--- src/rtl/flash_host_defines.svh ---
// Purpose: Timing and width constants for the flash host controller
// Assumes: 20 MHz system clock
// Notes: Cycle counts derive from times; least times round up
`ifndef FLASH_HOST_DEFINES_SVH
`define FLASH_HOST_DEFINES_SVH

// ==========================================================
// Pin widths
`define FH_ADDR_W 15
`define FH_DATA_W 8

// ==========================================================
// Times in their own units
`define FH_CLK_NS 50
`define FH_SETUP_NS 50
`define FH_WE_NS 100
`define FH_HOLD_NS 50
`define FH_ACC_NS 200
`define FH_SYNC_STAGES 2
`define FH_PROG_US 10
`define FH_ERASE_MS 10

// ==========================================================
// Derived cycle counts (least times, rounded up)
`define FH_CEIL(ns) (((ns) + `FH_CLK_NS - 1) / `FH_CLK_NS)
`define FH_SETUP_CYC `FH_CEIL(`FH_SETUP_NS)
`define FH_WE_CYC `FH_CEIL(`FH_WE_NS)
`define FH_HOLD_CYC `FH_CEIL(`FH_HOLD_NS)
`define FH_RD_CYC (`FH_CEIL(`FH_ACC_NS) + `FH_SYNC_STAGES)
`define FH_PROG_CYC `FH_CEIL(`FH_PROG_US * 1000)
`define FH_ERASE_CYC `FH_CEIL(`FH_ERASE_MS * 1000000)
`define FH_CNT_W 18

`endif

--- src/rtl/flash_host_pkg.sv ---
// Purpose: Types shared by the flash host controller
// Assumes: Constants come from the defines header
// Notes: One-hot state codes are written out
`include "flash_host_defines.svh"

package flash_host_pkg;

	// ======================================================
	// Operations the user may request
	typedef enum logic [1:0] {
		OP_READ = 2'h0,
		OP_WRITE = 2'h1,
		OP_PROG = 2'h2,
		OP_ERASE = 2'h3
	} op_t;

	// ======================================================
	// Bus sequencer states
	typedef enum logic [5:0] {
		ST_IDLE = 6'h01,
		ST_SETUP = 6'h02,
		ST_STROBE = 6'h04,
		ST_HOLD = 6'h08,
		ST_READ = 6'h10,
		ST_PULSE = 6'h20
	} state_t;

	// User request
	typedef struct packed {
		op_t op;
		logic [`FH_ADDR_W-1:0] addr;
		logic [`FH_DATA_W-1:0] cmd;
		logic [`FH_DATA_W-1:0] data;
	} req_t;

	// Flash pins driven by the host
	typedef struct packed {
		logic ce_n;
		logic oe_n;
		logic we_n;
		logic vpp_on;
		logic [`FH_ADDR_W-1:0] addr;
		logic [`FH_DATA_W-1:0] data_o;
		logic data_oe;
	} pins_t;

	// Whole controller state
	typedef struct packed {
		state_t st;
		op_t op;
		logic [`FH_CNT_W-1:0] cnt;
		logic second;
		logic [`FH_DATA_W-1:0] byte2;
		logic [`FH_DATA_W-1:0] sync1;
		logic [`FH_DATA_W-1:0] sync2;
		logic [`FH_DATA_W-1:0] rdata;
		logic done;
		pins_t pins;
	} ctl_t;

endpackage : flash_host_pkg
--- src/rtl/flash_host.sv ---
// Purpose: Host controller driving a bulk-erase byte-wide flash by its pins
// Assumes: One 20 MHz clock, synchronous active-low reset
// Notes: Command codes come from the user; the host only sequences pins
// Operation
// RULE_01: 32K bytes, eight data lines, fifteen address lines
// RULE_02: Address latched at later falling strobe
// RULE_03: Data latched at first rising strobe
// RULE_04: Device latches address and data internally
// RULE_05: Command register feeds internal state machine
// RULE_06: Command writes need high programming supply
// RULE_07: Without high supply, reads by pins only
// RULE_08: Erase and program need two writes
// RULE_09: High supply adds modes by command
// RULE_10: Chip-select high means standby
// RULE_11: Outputs driven only while output gate low
// RULE_12: Host keeps output gate high while writing
// RULE_13: Write strobe high means no write
// RULE_14: Host times program pulse at 10 us
// RULE_15: Whole-array erase; host times 10 ms
// RULE_16: Device stop timer ends long pulses
// RULE_17: One byte per program; erase all bits
// RULE_18: Device floats data when not reading
`timescale 1ns/100ps
`include "flash_host_defines.svh"

module flash_host
	import flash_host_pkg::*;
#(
	parameter int ERASE_CYC = `FH_ERASE_CYC
) (
	// Clock and reset
	input wire logic clock,
	input wire logic rst_n,
	// User request port
	input wire logic req_valid,
	input wire req_t req,
	output logic req_ready,
	output logic done,
	output logic [`FH_DATA_W-1:0] rdata,
	// Flash pins
	output logic ce_n,
	output logic oe_n,
	output logic we_n,
	output logic vpp_on,
	output logic [`FH_ADDR_W-1:0] byte_address_lines,
	output logic [`FH_DATA_W-1:0] byte_data_lines_o,
	output logic byte_data_lines_oe,
	input wire logic [`FH_DATA_W-1:0] byte_data_lines_i
);

	localparam logic [`FH_CNT_W-1:0] SETUP_LD = `FH_CNT_W'(`FH_SETUP_CYC - 1);
	localparam logic [`FH_CNT_W-1:0] WE_LD = `FH_CNT_W'(`FH_WE_CYC - 1);
	localparam logic [`FH_CNT_W-1:0] HOLD_LD = `FH_CNT_W'(`FH_HOLD_CYC - 1);
	localparam logic [`FH_CNT_W-1:0] RD_LD = `FH_CNT_W'(`FH_RD_CYC - 1);
	localparam logic [`FH_CNT_W-1:0] PROG_LD = `FH_CNT_W'(`FH_PROG_CYC - 1);
	localparam logic [`FH_CNT_W-1:0] ERASE_LD = `FH_CNT_W'(ERASE_CYC - 1);
	localparam logic [`FH_CNT_W-1:0] CNT_ZERO = `FH_CNT_W'(0);

	// Idle pins: deselected, outputs gated off, no write, supply low
	localparam pins_t PINS_IDLE = '{ce_n: 1'b1, oe_n: 1'b1, we_n: 1'b1,
		vpp_on: 1'b0, addr: '0, data_o: '0, data_oe: 1'b0};
	localparam ctl_t CTL_RESET = '{st: ST_IDLE, op: OP_READ, cnt: '0,
		second: 1'b0, byte2: '0, sync1: '0, sync2: '0, rdata: '0,
		done: 1'b0, pins: PINS_IDLE};

	ctl_t ctl_reg;
	ctl_t ctl_next;

	// ======================================================
	// Next-state logic
	// Pins are decoded from the next state so that every pin is a
	// flip-flop output and cannot glitch on the flash strobes.
	always_comb begin
		ctl_next = ctl_reg;
		ctl_next.done = 1'b0;
		// Two-stage synchroniser on the data pins
		ctl_next.sync1 = byte_data_lines_i;
		ctl_next.sync2 = ctl_reg.sync1;
		if (ctl_reg.cnt != CNT_ZERO) begin
			ctl_next.cnt = ctl_reg.cnt - `FH_CNT_W'(1);
		end
		unique case (ctl_reg.st)
			ST_IDLE: begin
				if (req_valid) begin
					ctl_next.op = req.op;
					ctl_next.pins.addr = req.addr;
					ctl_next.pins.data_o = req.cmd;
					// Program writes the data byte second; erase repeats the command
					ctl_next.second = (req.op == OP_PROG) || (req.op == OP_ERASE); // RULE_08
					ctl_next.byte2 = (req.op == OP_PROG) ? req.data : req.cmd;
					if (req.op == OP_READ) begin
						ctl_next.st = ST_READ;
						ctl_next.cnt = RD_LD;
					end else begin
						ctl_next.st = ST_SETUP;
						ctl_next.cnt = SETUP_LD;
					end
				end
			end
			ST_SETUP: begin
				if (ctl_reg.cnt == CNT_ZERO) begin
					ctl_next.st = ST_STROBE;
					ctl_next.cnt = WE_LD;
				end
			end
			ST_STROBE: begin
				if (ctl_reg.cnt == CNT_ZERO) begin
					ctl_next.st = ST_HOLD;
					ctl_next.cnt = HOLD_LD;
				end
			end
			ST_HOLD: begin
				if (ctl_reg.cnt == CNT_ZERO) begin
					if (ctl_reg.second) begin
						// Second cycle of a two-cycle command
						ctl_next.second = 1'b0; // RULE_08
						ctl_next.pins.data_o = ctl_reg.byte2;
						ctl_next.st = ST_SETUP;
						ctl_next.cnt = SETUP_LD;
					end else if (ctl_reg.op == OP_WRITE) begin
						ctl_next.st = ST_IDLE;
						ctl_next.done = 1'b1;
					end else begin
						// Host times the pulse; device stop timer is a backstop only
						ctl_next.st = ST_PULSE;
						ctl_next.cnt = (ctl_reg.op == OP_PROG) ? PROG_LD
							: ERASE_LD; // RULE_14 RULE_15
					end
				end
			end
			ST_READ: begin
				if (ctl_reg.cnt == CNT_ZERO) begin
					// Access time plus synchroniser latency has passed
					ctl_next.rdata = ctl_reg.sync2; // RULE_11
					ctl_next.st = ST_IDLE;
					ctl_next.done = 1'b1;
				end
			end
			ST_PULSE: begin
				if (ctl_reg.cnt == CNT_ZERO) begin
					ctl_next.st = ST_IDLE;
					ctl_next.done = 1'b1;
				end
			end
		endcase
		// Pin decode from the next state
		ctl_next.pins.ce_n = !(ctl_next.st inside {ST_SETUP, ST_STROBE,
			ST_READ}); // RULE_10
		ctl_next.pins.we_n = (ctl_next.st != ST_STROBE); // RULE_13
		ctl_next.pins.oe_n = (ctl_next.st != ST_READ); // RULE_12
		// Data held one cycle past the rising strobes
		ctl_next.pins.data_oe = ctl_next.st inside {ST_SETUP, ST_STROBE,
			ST_HOLD}; // RULE_03
		// Supply raised for the whole of any write-type operation
		ctl_next.pins.vpp_on = (ctl_next.st != ST_IDLE)
			&& (ctl_next.op != OP_READ); // RULE_06 RULE_07
	end

	// ======================================================
	// State register
	always_ff @(posedge clock) begin
		if (!rst_n) begin
			ctl_reg <= CTL_RESET;
		end else begin
			ctl_reg <= ctl_next;
		end
	end

	// ======================================================
	// Outputs
	assign req_ready = (ctl_reg.st == ST_IDLE);
	assign done = ctl_reg.done;
	assign rdata = ctl_reg.rdata;
	assign ce_n = ctl_reg.pins.ce_n;
	assign oe_n = ctl_reg.pins.oe_n;
	assign we_n = ctl_reg.pins.we_n;
	assign vpp_on = ctl_reg.pins.vpp_on;
	assign byte_address_lines = ctl_reg.pins.addr;
	assign byte_data_lines_o = ctl_reg.pins.data_o;
	assign byte_data_lines_oe = ctl_reg.pins.data_oe;

	// ======================================================
	// Assertion helpers: strobe count and pulse length
	logic [1:0] wr_cnt;
	logic [`FH_CNT_W-1:0] pulse_len;
	always_ff @(posedge clock) begin
		if (!rst_n) begin
			wr_cnt <= 2'h0;
			pulse_len <= '0;
		end else begin
			if (ctl_reg.st == ST_IDLE) begin
				wr_cnt <= 2'h0;
			end else if (ctl_reg.st == ST_SETUP && ctl_next.st == ST_STROBE) begin
				wr_cnt <= wr_cnt + 2'h1;
			end
			pulse_len <= (ctl_reg.st == ST_PULSE) ? pulse_len + `FH_CNT_W'(1)
				: '0;
		end
	end
endmodule : flash_host

--- config.mk ---
export PLATFORM = sky130hd
export DESIGN_NAME = flash_host
export DESIGN_NICKNAME = d
export VERILOG_FILES = /design/src/rtl/flash_host_pkg.sv /design/src/rtl/flash_host.sv
export VERILOG_INCLUDE_DIRS = /design/src /design/src/rtl
export SDC_FILE = /design/constraint.sdc
export NUM_CORES = 1
export LEC_CHECK = 0
export BUFFER_PORTS_ARGS = -buffer_cell sky130_fd_sc_hd__buf_4
export CORE_ASPECT_RATIO = 1.5
export CORE_UTILIZATION = 24
export CTS_CLUSTER_SIZE = 16
export DETAILED_ROUTE_END_ITERATION = 16
export GPL_ROUTABILITY_DRIVEN = 0
export PLACE_DENSITY_LB_ADDON = 0.12
export SETUP_SLACK_MARGIN = 0.15
export SLEW_MARGIN = 20
export SYNTH_ARGS = -nofsm -noshare
export SYNTH_HDL_FRONTEND = slang
export SYNTH_SLANG_ARGS = --single-unit
--- constraint.sdc ---
create_clock -name clock -period 7.3 [get_ports clock]
set_input_delay 0.73 -clock clock [delete_from_list [all_inputs] [get_ports clock]]
set_output_delay 0.73 -clock clock [all_outputs]
set_load 0.01 [all_outputs]
==> results.py <==
metrics = {
    "clock_tree": {
        "clkSinkCount": 88,
        "clk_path_buf_depth": 2,
        "cts_max_level": 3,
        "cts_setup_buffers": 0,
        "cts-hold-fix-buffers": 0,
        "clkTransAtPathRegs_ns": 0.07,
        "numCtsBuffers": 9,
        "post_cts_resized": 0,
        "cts_tree": "done",
        "insertion_delay_ns": 0.35,
        "cts-root-buf": "clkbuf_16",
    },
    "die": {
        "io_pins": 82,
        "die_w_um": 109,
        "die_h_um": 163,
        "rows": 58,
        "core_area_mm2": 0.0168,
        "dieArea_mm2": 0.0178,
        "initial_core_util": 0.245,
    },
    "logic_synthesis": {
        "synth_area_leaders": "dfxtp_1 (43%), mux2i_1 (6.1%), buf_4 (5.8%)",
        "async_flop_share": 0,
        "synth_seq_cells": 88,
        "yosysTopAreaCellShare": 0.426,
        "yosysSeqAreaShare": 0.426,
        "yosysUniqueCellTypes": 63,
        "ys_warn_count": 0,
        "synth-main-ff-cell": "dfxtp_1",
        "synth_fp_nets": 513,
        "avgSynthCellArea_um2": 8.88,
        "syn_area_mm2": 0.00413,
        "synth_edf_count": 0,
        "yosys.area.top_type": "dfxtp_1",
        "synthCells": 465,
    },
    "power_and_ir_drop": {
        "ir_drop_mv": 0.115,
        "p_per_area_mw_per_mm2": 329,
        "total_leakage_power_nw": 1.99,
    },
    "critical_path": {
        "crit_path_start_kind": "flip-flop",
        "cp_max_fo": 23,
        "critPathKind": "reg -> reg",
        "crit_chain": "or4_1 > nor3b_2 > nand2_1 > nand2b_1 > nor2_1 > a211oi_1",
        "slowest_delay_ns": 0.72,
        "crit_family": "simple AND/OR/NAND/NOR gates",
        "crit_arrival_ns": 3.31,
        "cp-end-kind": "flip-flop",
        "crit_path_top_delay_cell": "nand2b_1",
        "required_ns": 7.55,
        "path_buf_inv": 0,
    },
    "finish": {
        "largest_reg_flops": 43,
        "diodes": 0,
        "final_cells": 721,
        "fin_nets": 554,
        "final_cell_mix": "dfxtp_1 (88), buf_4 (83), nor2_1 (51)",
        "layout-drive-gt1-share": 0.235,
        "area_growth_pct": 21.0,
        "final_common_cell": "dfxtp_1",
    },
    "timing": {
        "tns_ns": 0,
        "hold_viol": 0,
        "fmax_ghz": 0.327,
        "timing.final.crit_share": 0.419,
        "post-route-min-period_ns": 3.06,
        "clock_skew_ns": 0.00630,
        "drv_slew": 0,
        "maxSlewHeadroom": 0.330,
        "worst_slew_pin_slew_ns": 1.00,
        "rsz0062_at_grt": "false",
        "setup_viol": 0,
    },
    "detailed_routing": {
        "vias": 3339,
        "remaining_drc_errors": 0,
        "wl_mm": 10.7,
        "wire_per_inst_um": 14.8,
        "antenna_left": 0,
        "first_pass_iters": 4,
        "viasPerCell": 4.63,
        "drt_iter0_drc": 226,
    },
    "placed_design": {
        "hpwl_mm": 8.03,
        "portBuffers": 81,
        "dp.cells": 705,
    },
    "grt": {
        "grt_pass1_wl_mm": 17.4,
        "grt_pass1_vias": 3365,
        "grt_max_degree": 37,
        "grt.overflow.total": 0,
        "antenna_found_initial": 0,
        "grt_usage": 0.130,
    },
    "min_path": {
        "hp-class": "reg -> reg",
    },
    "run": {
        "maxCapViolCount": 0,
    },
    "status": {
        "status": "finished clean",
    },
}
[Yosys cell counts, types with 7 or more instances]
cell / number
clkbuf_1: 13
nor3_1: 11
mux2i_1: 25
a21oi_1: 27
nor2_1: 51
buf_4: 32
nand2b_1: 8
dfxtp_1: 88
and2_1: 19
a211oi_1: 16
o21ai_0: 7
nand2_1: 48
xnor2_1: 11
[final cells by class]
cell class / count / area, um^2
fill: 1836 / 11800
multi-input combinational: 316 / 2010
sequential: 88 / 1760
timing repair buffer: 83 / 623
tap: 210 / 263
clock buffer: 10 / 239
clock inverter: 6 / 75.1
inverter: 8 / 30.0
[per-stage QoR]
step / cell area [um^2] / power, W / hold slack (ns) / util / worst slack (ns)
floorplan: 4130 / 0.00103 / 0.412 / - / 5.01
detailed placement: 4680 / 0.00118 / 0.420 / 0.278 / 4.23
global route: 5000 / 0.00177 / 0.453 / 0.297 / 3.94
finish: 5000 / 0.00165 / 0.433 / 0.297 / 4.24
global placement: 4680 / 0.00118 / 0.417 / 0.278 / 4.41
CTS: 5000 / 0.00168 / 0.436 / 0.297 / 4.19
[path summary, 6_finish.rpt]
path	endpoint	slack, ns	cells past startpoint	from
max reg2reg	byte_data_lines_o[3]	4.24	6	ctl_reg[84]
min	ctl_reg[44]	0.43	1	ctl_next[44]
max	byte_data_lines_o[3]	4.24	6	ctl_reg[84]
min reg2reg	ctl_reg[44]	0.43	1	ctl_next[44]
[logic make-up after synthesis]
| logic type | count (synthesis) | share of synthesized area |
|---|---|---|
| adder cells (fa/ha/maj) | 4 | 0.0121 |
| XOR/XNOR | 14 | 0.0297 |
| AO/OA/AOI/OAI | 90 | 0.147 |
| flip-flops | 88 | 0.426 |
| multiplexers | 27 | 0.0666 |
| buffers and inverters | 61 | 0.0881 |
| AND/OR/NAND/NOR | 181 | 0.230 |
[worst register-to-register path: cells and delay by family (launching register included)]
kind | cells | cell delay (ns)
AO/OA/AOI/OAI | 1 | 0.26
flip-flops | 1 | 0.40
AND/OR/NAND/NOR | 5 | 2.31
[layer usage]
layer | wire length, um | GRT usage | vias up
met5 | 0 | 0 | -
met1 | 4240 | 0.140 | 1536
li1 | - | - | 1673
met2 | 5450 | 0.224 | 104
met4 | 441 | 0.0860 | 0
met3 | 539 | 0.0284 | 26
[where the power goes]
group | switching, W | internal, W | leakage (nW) | total, W
Combinational | 0.000319 | 0.000229 | 1.12 | 0.000548
Sequential | 0.0000654 | 0.000546 | 0.721 | 0.000611
Clock | 0.000206 | 0.000280 | 0.152 | 0.000486
Total | 0.000591 | 0.00106 | 1.99 | 0.00165
Power figures use the tool's default switching activity.
